## config.mk

```make
export PLATFORM = sky130hd
export DESIGN_NAME = iopfs_top
export DESIGN_NICKNAME = d
export VERILOG_FILES = /design/src/verilog/iopfs_pkg.sv /design/src/verilog/iopfs_route.sv /design/src/verilog/iopfs_top.sv
export SDC_FILE = /design/constraint.sdc
export NUM_CORES = 1
export LEC_CHECK = 0
export BUFFER_PORTS_ARGS = -buffer_cell sky130_fd_sc_hd__buf_2
export CAP_MARGIN = 30
export CORE_MARGIN = 1.5
export CORE_UTILIZATION = 50
export DETAILED_ROUTE_END_ITERATION = 10
export HOLD_SLACK_MARGIN = 0.05
export PLACE_DENSITY = 0.77
export SYNTH_ARGS = -nofsm -noshare
export SYNTH_HDL_FRONTEND = slang
export SYNTH_SLANG_ARGS = --single-unit
```

## constraint.sdc

```tcl
create_clock -name clk_sys -period 7.8 [get_ports clk_sys]
set_clock_uncertainty 0.1 [all_clocks]
set_input_delay 1.95 -clock clk_sys [delete_from_list [all_inputs] [get_ports clk_sys]]
set_output_delay 1.95 -clock clk_sys [all_outputs]
set_load 0.005 [all_outputs]
```

## src/verilog/iopfs_pkg.sv

```systemverilog
// Constants, register map and helpers for the I/O function select block
`default_nettype none
package iopfs_pkg;

    // Pin and field geometry
    localparam int NPINS           = 13;
    localparam int FIRST_PIN       = 12;
    localparam int FIELD_W         = 6;
    localparam int GRP_W           = 3;
    localparam int LANE_W          = 8;
    localparam int FIELDS_PER_WORD = 4;
    localparam int NWORDS          = 4;
    localparam int IDX_W           = 2;

    // Field positions inside a selector word
    localparam int FIELD0_LSB = 0;
    localparam int FIELD1_LSB = 8;
    localparam int FIELD2_LSB = 16;
    localparam int FIELD3_LSB = 24;

    // Register byte addresses
    localparam logic [31:0] ADDR_PINS_12_15 = 32'h4000b1ac;
    localparam logic [31:0] ADDR_PINS_16_19 = 32'h4000b1b0;
    localparam logic [31:0] ADDR_PINS_20_23 = 32'h4000b1b4;
    localparam logic [31:0] ADDR_PIN_24     = 32'h4000b1b8;

    // Reset values
    localparam logic [31:0]        RST_WORD  = 32'h3f3f3f3f;
    localparam logic [7:0]         RST_PIN24 = 8'h3f;
    localparam logic [FIELD_W-1:0] FIELD_RST = 6'h3f;

    // Reserved bit mask of a selector word
    localparam logic [31:0] RSVD_MASK = 32'hc0c0c0c0;

    // Group selector value that lets the field reach the pin
    localparam logic [GRP_W-1:0] GRP_FUNCTION_ONE = 3'h1;

    // Returns {hit, word index} for a byte address
    function automatic logic [IDX_W:0] decode_addr(input logic [31:0] a);
        logic [IDX_W:0] r;
        r = '0;
        case (a)
            ADDR_PINS_12_15: r = {1'b1, 2'h0};
            ADDR_PINS_16_19: r = {1'b1, 2'h1};
            ADDR_PINS_20_23: r = {1'b1, 2'h2};
            ADDR_PIN_24:     r = {1'b1, 2'h3};
            default:         r = '0;
        endcase
        return r;
    endfunction : decode_addr

    // Packs four fields, highest pin on top, reserved bits zero
    function automatic logic [31:0] pack_word(
        input logic [FIELD_W-1:0] f3,
        input logic [FIELD_W-1:0] f2,
        input logic [FIELD_W-1:0] f1,
        input logic [FIELD_W-1:0] f0
    );
        return {2'h0, f3, 2'h0, f2, 2'h0, f1, 2'h0, f0};
    endfunction : pack_word

endpackage : iopfs_pkg
`default_nettype wire

```

## src/verilog/iopfs_route.sv

```systemverilog
// Per-pin gate that passes a selector field only in function group one
`timescale 1ns/1ps
`default_nettype none
module iopfs_route
    import iopfs_pkg::*;
#(
    parameter int NUM_PINS = NPINS,
    parameter int FW       = FIELD_W,
    parameter int GW       = GRP_W
) (
    // Clock and synchronised reset
    input  wire logic                   clk_sys,
    input  wire logic                   rstn_s,
    // Stored selector fields and group selectors
    input  wire logic [NUM_PINS*FW-1:0] field_flat,
    input  wire logic [NUM_PINS*GW-1:0] group_flat,
    // Routed result
    output logic      [NUM_PINS*FW-1:0] func_r,
    output logic      [NUM_PINS-1:0]    en_r
);

    logic [NUM_PINS*FW-1:0] func_nxt;
    logic [NUM_PINS-1:0]    en_nxt;

    always_comb begin
        func_nxt = '0;
        en_nxt   = '0;
        for (int p = 0; p < NUM_PINS; p++) begin
            if (group_flat[p*GW +: GW] == GW'(GRP_FUNCTION_ONE)) begin
                func_nxt[p*FW +: FW] = field_flat[p*FW +: FW];
                en_nxt[p]            = 1'b1;
            end
        end
    end

    // Unselected pins show zero so a stale field never leaks out
    always_ff @(posedge clk_sys or negedge rstn_s) begin
        if (!rstn_s) begin
            func_r <= '0;
            en_r   <= '0;
        end else begin
            func_r <= func_nxt;
            en_r   <= en_nxt;
        end
    end

endmodule : iopfs_route
`default_nettype wire

```

## src/verilog/iopfs_top.sv

```systemverilog
// APB register bank selecting the peripheral function of pins 12 to 24
//
// Functional notes
// - Four 6-bit fields per word, high pin top
// - Field drives pin only in group one
// - Four-pin words reset to 0x3F3F3F3F
// - Last register holds only pin 24 field
// - Pin 24 register resets to 3F
// - Words sit at consecutive addresses from 0x4000B1AC
`timescale 1ns/1ps
`default_nettype none
module iopfs_top
    import iopfs_pkg::*;
(
    // Clock and reset
    input  wire logic                     clk_sys,
    input  wire logic                     resetn,
    // APB slave
    input  wire logic                     psel,
    input  wire logic                     penable,
    input  wire logic                     pwrite,
    input  wire logic [31:0]              paddr,
    input  wire logic [31:0]              pwdata,
    output logic      [31:0]              prdata,
    output logic                          pready,
    output logic                          pslverr,
    // Group selectors, three bits per pin, pin 12 lowest
    input  wire logic [NPINS*GRP_W-1:0]   pin_group_selector,
    // Routed function per pin and its enable
    output logic      [NPINS*FIELD_W-1:0] peripheral_function_field,
    output logic      [NPINS-1:0]         pin_route_en
);

    // Reset release synchroniser
    logic [1:0] rst_sync_r;
    logic [1:0] rst_sync_nxt;
    logic       rstn_s;

    always_comb begin
        rst_sync_nxt = {rst_sync_r[0], 1'b1};
    end

    always_ff @(posedge clk_sys or negedge resetn) begin
        if (!resetn) begin
            rst_sync_r <= 2'h0;
        end else begin
            rst_sync_r <= rst_sync_nxt;
        end
    end

    assign rstn_s = rst_sync_r[1];

    // Bus decode
    logic             setup;
    logic             access_done;
    logic [IDX_W:0]   dec;
    logic             hit;
    logic [IDX_W-1:0] idx;

    assign setup       = psel & ~penable;
    assign access_done = psel & penable & pready;
    assign dec         = decode_addr(paddr);
    assign hit         = dec[IDX_W];
    assign idx         = dec[IDX_W-1:0];

    // Selector fields, one per pin
    logic [FIELD_W-1:0]       field_r   [NPINS];
    logic [FIELD_W-1:0]       field_nxt [NPINS];
    logic [FIELD_W-1:0]       fld_ext   [NWORDS*FIELDS_PER_WORD];
    logic [31:0]              word_view [NWORDS];
    logic [NPINS*FIELD_W-1:0] field_flat;

    always_comb begin
        for (int i = 0; i < NWORDS * FIELDS_PER_WORD; i++) begin
            fld_ext[i] = '0;
        end
        for (int i = 0; i < NPINS; i++) begin
            fld_ext[i] = field_r[i];
        end
        for (int w = 0; w < NWORDS; w++) begin
            word_view[w] = pack_word(fld_ext[w*FIELDS_PER_WORD + 3],
                                     fld_ext[w*FIELDS_PER_WORD + 2],
                                     fld_ext[w*FIELDS_PER_WORD + 1],
                                     fld_ext[w*FIELDS_PER_WORD]);
        end
    end

    always_comb begin
        field_flat = '0;
        for (int i = 0; i < NPINS; i++) begin
            field_flat[i*FIELD_W +: FIELD_W] = field_r[i];
        end
    end

    // Write takes effect only at the completing access edge
    always_comb begin
        int pin;
        pin = 0;
        for (int i = 0; i < NPINS; i++) begin
            field_nxt[i] = field_r[i];
        end
        if (access_done && pwrite && hit) begin
            for (int k = 0; k < FIELDS_PER_WORD; k++) begin
                pin = int'(idx) * FIELDS_PER_WORD + k;
                if (pin < NPINS) begin
                    // bits 7:6 of each lane dropped
                    field_nxt[pin] = pwdata[k*LANE_W +: FIELD_W];
                end
            end
        end
    end

    always_ff @(posedge clk_sys or negedge rstn_s) begin
        if (!rstn_s) begin
            for (int i = 0; i < NPINS; i++) begin
                field_r[i] <= FIELD_RST;
            end
        end else begin
            for (int i = 0; i < NPINS; i++) begin
                field_r[i] <= field_nxt[i];
            end
        end
    end

    // APB answer: registered in setup, so every access has no wait state
    logic [31:0] prdata_nxt;
    logic        pready_nxt;
    logic        pslverr_nxt;

    always_comb begin
        pready_nxt  = setup;
        pslverr_nxt = setup & ~hit;
        prdata_nxt  = '0;
        if (setup && hit && !pwrite) begin
            prdata_nxt = word_view[idx];
        end
    end

    always_ff @(posedge clk_sys or negedge rstn_s) begin
        if (!rstn_s) begin
            prdata  <= '0;
            pready  <= 1'b0;
            pslverr <= 1'b0;
        end else begin
            prdata  <= prdata_nxt;
            pready  <= pready_nxt;
            pslverr <= pslverr_nxt;
        end
    end

    // Pin routing
    iopfs_route #(
        .NUM_PINS (NPINS),
        .FW       (FIELD_W),
        .GW       (GRP_W)
    ) iopfs_route_i (
        .clk_sys    (clk_sys),
        .rstn_s     (rstn_s),
        .field_flat (field_flat),
        .group_flat (pin_group_selector),
        .func_r     (peripheral_function_field),
        .en_r       (pin_route_en)
    );
endmodule : iopfs_top
`default_nettype wire

```

==> impl_metrics.yaml, run 1 <==
pwr:
  internal_power_mw: 1.54
  p_per_area_nw_per_um2: 208
  p_leak_nw: 4.85
  switching_share_pct: 22.3
  comb_power_share_pct: 3.8
  switchingPower_mw: 0.440
  p_clk_share_pct: 44.1
  pwr-share-seq_pct: 52.1
  ir_worst_vdd_mv: 0.136
timing:
  period_needed_ps: 3920
  relSlewSlack_pct: 38.7
  finalSetupViolCount: 0
  fmax_mhz: 255
  hold_slack_ps: 156
  tightest_slew_ps: 919
  hold_viol: 0
  rsz0062_at_grt: "false"
  report.final.slew_viol_count: 0
  period_share_pct: 50.2
  fin_setup_tns_ps: 0
detailed_routing:
  drtPass1Iterations: 4
  wl_met2_um: 8370
  via_count: 4831
  wl_um: 16200
  vias_per_cell: 5.22
  avgRoutedWirePerCell_um: 17.5
  ant_nets: 0
  m1WireLength_um: 6820
  drtIter0Drc: 251
  top_layer: "met4"
  drc_errors: 0
  route.met3.wl_um: 718
clock_tree:
  cts.htree.levels: 4
  ctsHoldBuffers: 0
  cts_tree: "built"
  clk_latency_ps: 430
  numCtsBuffers: 17
  cts-resized-gates: 0
  post-cts-setup-buffers: 0
  cts_sinks: 197
  cts_max_path_buffers: 2
  clk_pin_slew_ps: 70
  root_buffer: "clkbuf_16"
cells_and_area:
  nets: 836
  area_growth_pct: 24.9
  nFillCells: 1066
  diodes: 0
  drive_gt1_share_pct: 58.0
run_status:
  status: "finished clean"
floorplan:
  dieArea_um2: 15900
  die_h_um: 126
  ios: 233
  initial_core_util_pct: 51.7
  rows: 44
  core_area_um2: 14700
  die_width_um: 126
logic_synthesis:
  yosys_warnings: 0
  ys.flop_type: "dfrtp_1"
  synth-seq-cells: 197
  async_flop_share_pct: 100
  synth_top_cell_by_area: "dfrtp_1"
  yosys-top-cells-area: "dfrtp_1 (39%), dfstp_2 (27%), mux2_2 (12%)"
  yosys.area.top_type_share_pct: 39.2
  syn_area_um2: 7590
  syn_avg_cell_area_um2: 15.1
  ys_types: 36
  synthCells: 502
  ys_seq_area_share_pct: 66.2
  synth_edf_count: 0
flow_run:
  maxCapViolCount: 0
global_routing:
  grt_usage_pct: 21.2
  antenna_found_initial: 0
  grt_pass1_vias: 4998
  overflow: 0
  grt_pass1_wl_um: 25800
  grt_start_max_net_pins: 75
critical_path:
  crit_type: "in2reg"
  critPathTopFamily: "simple AND/OR/NAND/NOR gates"
  start_kind: "input port"
  worstSetupEndpointType: "flip-flop"
  slowest_stage: "or4_1"
  slowest_delay_ps: 720
  worstPathMaxFanout: 30
  crit_arrival_ps: 4170
  r2r_slack_ps: 5750
  worstPathRequired_ps: 8060
  path_buf_inv: 2
  crit_chain: "buf_2 > and3b_1 > o211ai_1 > or4_1 > buf_16 > nor2_1"
place:
  numPortBuffers: 216
  dp_hpwl_um: 11200
  finalWeightedCongestion: 0.771
hold_path:
  hold_path_class: "reg2async"
-- final timing paths --
check	start	to	cells after the start
max in group asynchronous	rst_sync_r[1]$_DFF_PN0_	iopfs_route_i.func_r[27]$_DFF_PN0_	1
worst max register to register	pready$_DFF_PN0_	field_flat[35]$_DFFE_PN1P_	4
worst min register to register	rst_sync_r[1]$_DFF_PN0_	iopfs_route_i.func_r[40]$_DFF_PN0_	0
worst min-delay path	rst_sync_r[1]$_DFF_PN0_	iopfs_route_i.func_r[40]$_DFF_PN0_	0
min in group clk_sys	rst_sync_r[0]$_DFF_PN0_	rst_sync_r[1]$_DFF_PN0_	0
worst max-delay path	paddr[2]	prdata[9]$_DFF_PN0_	6
-- routing by layer --
metal,vias up,track usage [%]
met5,-,0
met4,0,8.11
met3,28,4.33
met2,158,36.4
met1,2469,26.5
li1,2176,-
-- cell usage in the layout (no fill, tap or decap), drive strengths merged --
cell	netlist	final
o22ai	6	6
bufinv	0	2
nor4b	4	4
buf	18	225
nor2b	3	3
inv	0	5
or4	1	1
nand3	2	2
mux2i	18	18
nor3	6	6
nand4b	1	1
nor4bb	1	1
a2bb2oi	18	18
clkbuf	7	17
nor2	24	24
nor3b	13	13
nand2	2	2
nand4	5	5
nor4	6	6
o211ai	1	1
o31a	1	1
mux2	84	84
and4	1	1
and3b	1	1
clkinv	0	3
and2	78	78
dfrtp	119	119
a21boi	1	1
dfstp	78	78
nand2b	1	1
conb	2	9
clkinvlp	0	5
-- power groups by stage --
stage	clock (mW)	combinational, mW	sequential [mW]
floorplan	0	0.0199	1.06
global placement	0	0.0715	1.05
detailed placement	0	0.0765	1.05
CTS	0.890	0.0766	1.03
global route	0.934	0.0828	1.03
finish	0.871	0.0750	1.03
-- synth_stat cells, drive strengths merged (2+ instances only) --
library cell	instances
nor4b	4
nor2b	3
nand2	2
nor3b	13
and2	78
buf	18
mux2i	18
dfrtp	119
nand4	5
conb	2
nor2	24
clkbuf	7
nor4	6
o22ai	6
nor3	6
mux2	84
a2bb2oi	18
nand3	2
dfstp	78
-- worst reg2reg max path, delay by kind of cell, from the launching register on --
kind | cells | cell delay (ps)
simple gates | 2 | 710
buf+inv | 1 | 410
mux | 1 | 400
flops | 1 | 350
-- logic make-up (layout without fill, tap and decap cells) --
kind of cell / Yosys count / count (layout) / synth area share [%]
simple gates: 149 / 149 / 13.9
compound gates: 27 / 27 / 2.88
other cells: 2 / 9 / 0.0989
flops: 197 / 197 / 66.2
buf+inv: 25 / 257 / 2.06
mux: 102 / 102 / 14.8
-- registers in the layout, indices dropped and copies added (netlist names) --
register,count
rst_sync_r,2
iopfs_route_i.en_r,13
pready,1
prdata,24
pslverr,1
field_flat,78
iopfs_route_i.func_r,78
-- metrics by stage --
step	instances	instance area [um2]	setup slack, ps	power (mW)	util, %
2_1_floorplan	509	7620	1940	1.08	-
3_3_place_gp	890	8820	3170	1.12	60.0
3_5_place_dp	893	8890	3430	1.13	60.5
4_1_cts	925	9490	3880	2.00	64.6
5_1_grt	925	9490	3780	2.05	64.6
6_report	925	9490	3880	1.98	64.6
-- area by class of cell --
type / instances / area, um2 / share of cell area, %
clock inverters: 15 / 169 / 1.78
multi-input cells: 287 / 2440 / 25.7
flip-flops and latches: 197 / 5030 / 53.0
repair buffers: 225 / 1200 / 12.6
clock buffers: 17 / 425 / 4.48
well taps: 184 / 230 / 2.43
No activity file was read; power rests on OpenSTA's default activity.
==> run 2, diff against run 1 <==
--- a/config.mk
+++ b/config.mk
@@ -5,13 +5,14 @@
 export SDC_FILE = /design/constraint.sdc
 export NUM_CORES = 1
 export LEC_CHECK = 0
+export ABC_AREA = 1
 export BUFFER_PORTS_ARGS = -buffer_cell sky130_fd_sc_hd__buf_2
 export CAP_MARGIN = 30
 export CORE_MARGIN = 1.5
-export CORE_UTILIZATION = 50
+export CORE_UTILIZATION = 47
 export DETAILED_ROUTE_END_ITERATION = 10
 export HOLD_SLACK_MARGIN = 0.05
-export PLACE_DENSITY = 0.77
+export PLACE_DENSITY = 0.75
 export SYNTH_ARGS = -nofsm -noshare
 export SYNTH_HDL_FRONTEND = slang
 export SYNTH_SLANG_ARGS = --single-unit
==> constraint.sdc (replaced) <==
create_clock -name clk_sys -period 3.4 [get_ports clk_sys]
set_clock_uncertainty 0.1 [all_clocks]
set_input_delay 0.85 -clock clk_sys [delete_from_list [all_inputs] [get_ports clk_sys]]
set_output_delay 0.85 -clock clk_sys [all_outputs]
set_load 0.005 [all_outputs]
==> run 2 against run 1 <==
  * Critical path depth increased by 6
  * Count of clock-buffer cells in the layout increased by 6
  * Clock power increased by 120%
  * Flip-flop and latch count unchanged
  * First-iteration DRC count increased by 140%
  * Highest routed layer is now met5
==> impl_metrics.yaml, run 2 <==
detailed_routing:
  ant_nets: 0
  drc_errors: 0
  via_count: 6454
  wl_um: 20500
  drtPass1Iterations: 5
  drtIter0Drc: 590
  avgRoutedWirePerCell_um: 15.4
  vias_per_cell: 4.83
logic_synthesis:
  synth_top_cell_by_area: "dfrtp_1"
  synth_edf_count: 0
  ys.flop_type: "dfrtp_1"
  async_flop_share_pct: 100
  yosys_warnings: 0
  yosys.area.top_type_share_pct: 36.8
  ys_types: 28
  ys_seq_area_share_pct: 62.1
  syn_area_um2: 8090
  syn_avg_cell_area_um2: 9.09
  yosys-top-cells-area: "dfrtp_1 (37%), dfstp_2 (25%), nand2_1 (11%)"
  post-synth-top-count-cell: "nand2_1"
  synth-seq-cells: 197
  synthCells: 890
  ys_top_cells_by_count: "nand2_1 (242), inv_1 (145), dfrtp_1 (119)"
global_routing:
  met3_usage_pct: 4.91
  grt_pass1_vias: 6072
  antenna_found_initial: 2
  grt_usage_pct: 23.6
  grt_use_met1_pct: 34.7
  grt_pass1_wl_um: 32800
  grt_start_max_net_pins: 81
  overflow: 0
  gr-usage-met2_pct: 35.4
  busiest_layer: "met2"
run_status:
  status: "finished clean"
floorplan:
  rows: 47
  core_area_um2: 16700
  die_h_um: 134
  dieArea_um2: 18000
  die_width_um: 134
  ios: 233
  initial_core_util_pct: 48.4
clock_tree:
  cts_sinks: 197
  post-cts-setup-buffers: 0
  clk_latency_ps: 430
  cts_tree: "built"
  cts-resized-gates: 0
  root_buffer: "clkbuf_16"
  cts.htree.levels: 4
  ctsHoldBuffers: 0
  cts_max_path_buffers: 2
  numCtsBuffers: 17
  clk_pin_slew_ps: 70
cells_and_area:
  drive_gt1_share_pct: 32.9
  final_common_cell: "nand2_1"
  nFillCells: 1469
  nets: 1211
  diodes: 0
  layout.core_utilization_pct: 59.3
  final_cell_mix: "nand2_1 (242), buf_2 (216), inv_1 (145)"
  area_growth_pct: 22.4
place:
  dp_hpwl_um: 14200
  finalWeightedCongestion: 0.862
  place_ws_ps: 467
  numPortBuffers: 216
timing:
  fin_setup_tns_ps: 0
  period_share_pct: 72.9
  report.final.slew_viol_count: 0
  period_needed_ps: 2480
  hold_viol: 0
  tightest_slew_ps: 618
  finalSetupViolCount: 0
  relSlewSlack_pct: 58.8
  rsz0062_at_grt: "false"
  fmax_mhz: 403
  final.setup.worst_slack_ps: 920
pwr:
  ir_worst_vdd_mv: 0.361
  p_leak_nw: 5.18
  p_per_area_nw_per_um2: 453
flow_run:
  maxCapViolCount: 0
hold_path:
  hold_path_class: "in2async"
critical_path:
  crit_arrival_ps: 2740
  worstPathRequired_ps: 3660
  worstPathMaxFanout: 30
  start_kind: "input port"
  worstSetupEndpointType: "flip-flop"
  crit_type: "in2reg"
[run 2: cell count changes in the layout (fill, tap and decap cells not counted), sizes merged, moves of 18 or more]
cell,change
a2bb2oi,-18
nand3,+23
nor2,+90
mux2,-84
and2,-77
inv,+158
nand4,+50
mux2i,-18
nand2,+241
o21ai,+33
[run 2: kinds of logic after synthesis]
family	Yosys count	synth area share [%]
buffers and inverters	202	10.8
AO/OA/AOI/OAI	34	2.41
AND/OR/NAND/NOR	455	24.6
other	2	0.0928
flip-flops	197	62.1
[run 2: cell type report]
| class | instances | area, um2 | share of cell area (%) |
|---|---|---|---|
| multi-input combinational | 498 | 2220 | 22.4 |
| clock buffer | 23 | 478 | 4.83 |
| tap | 220 | 275 | 2.78 |
| clock inverter | 9 | 95.1 | 0.960 |
| inverter | 160 | 601 | 6.07 |
| sequential | 197 | 5030 | 50.8 |
| timing repair buffer | 229 | 1200 | 12.2 |
[run 2: critical path, stage by stage]
cell and delay (ps):
buf_2 100, nor2_1 110, nand2_1 60, nor2_1 140
nand2_1 110, nor2_4 230, buf_4 340, buf_4 370
nand4_1 170, nand2_1 100, nor2_1 40, nor2_1 100
[run 2: path summary, 6_finish.rpt]
| path | startpoint | end | slack, ps | depth (start not counted) |
|---|---|---|---|---|
| min in group clk_sys | rst_sync_r[0]$_DFF_PN0_ | rst_sync_r[1]$_DFF_PN0_ | 250 | 0 |
| worst max-delay path | paddr[25] | prdata[0]$_DFF_PN0_ | 920 | 12 |
| worst min register to register | rst_sync_r[1]$_DFF_PN0_ | iopfs_route_i.func_r[15]$_DFF_PN0_ | 240 | 0 |
| max in group asynchronous | rst_sync_r[1]$_DFF_PN0_ | field_flat[27]$_DFFE_PN1P_ | 2080 | 1 |
| worst max register to register | pready$_DFF_PN0_ | field_flat[1]$_DFFE_PN1P_ | 1430 | 5 |
| worst min-delay path | resetn | rst_sync_r[1]$_DFF_PN0_ | 90 | 1 |
[run 2: routing by layer]
metal / vias up / routed length (um)
li1: 3108 / -
met2: 315 / 9360
met3: 33 / 1680
met5: - / 30
met1: 2994 / 9150
met4: 4 / 311
[run 2: report_power, final]
| group | total, mW | leakage (nW) | switching, mW | internal (mW) |
|---|---|---|---|---|
| registers | 2.37 | 2.45 | 0.0121 | 2.36 |
| logic | 0.162 | 2.46 | 0.101 | 0.0616 |
| clock network | 1.95 | 0.267 | 0.872 | 1.08 |
[run 2: stage by stage]
step / hold WS [ps] / area [um2] / total power, mW / std cells
after floorplan: 231 / 8120 / 2.48 / 897
after global placement: 234 / 9330 / 2.57 / 1304
after detailed placement: 238 / 9330 / 2.57 / 1304
after CTS: 74.0 / 9900 / 4.51 / 1336
after global routing: 72.3 / 9900 / 4.64 / 1336
final: 85.6 / 9900 / 4.48 / 1336
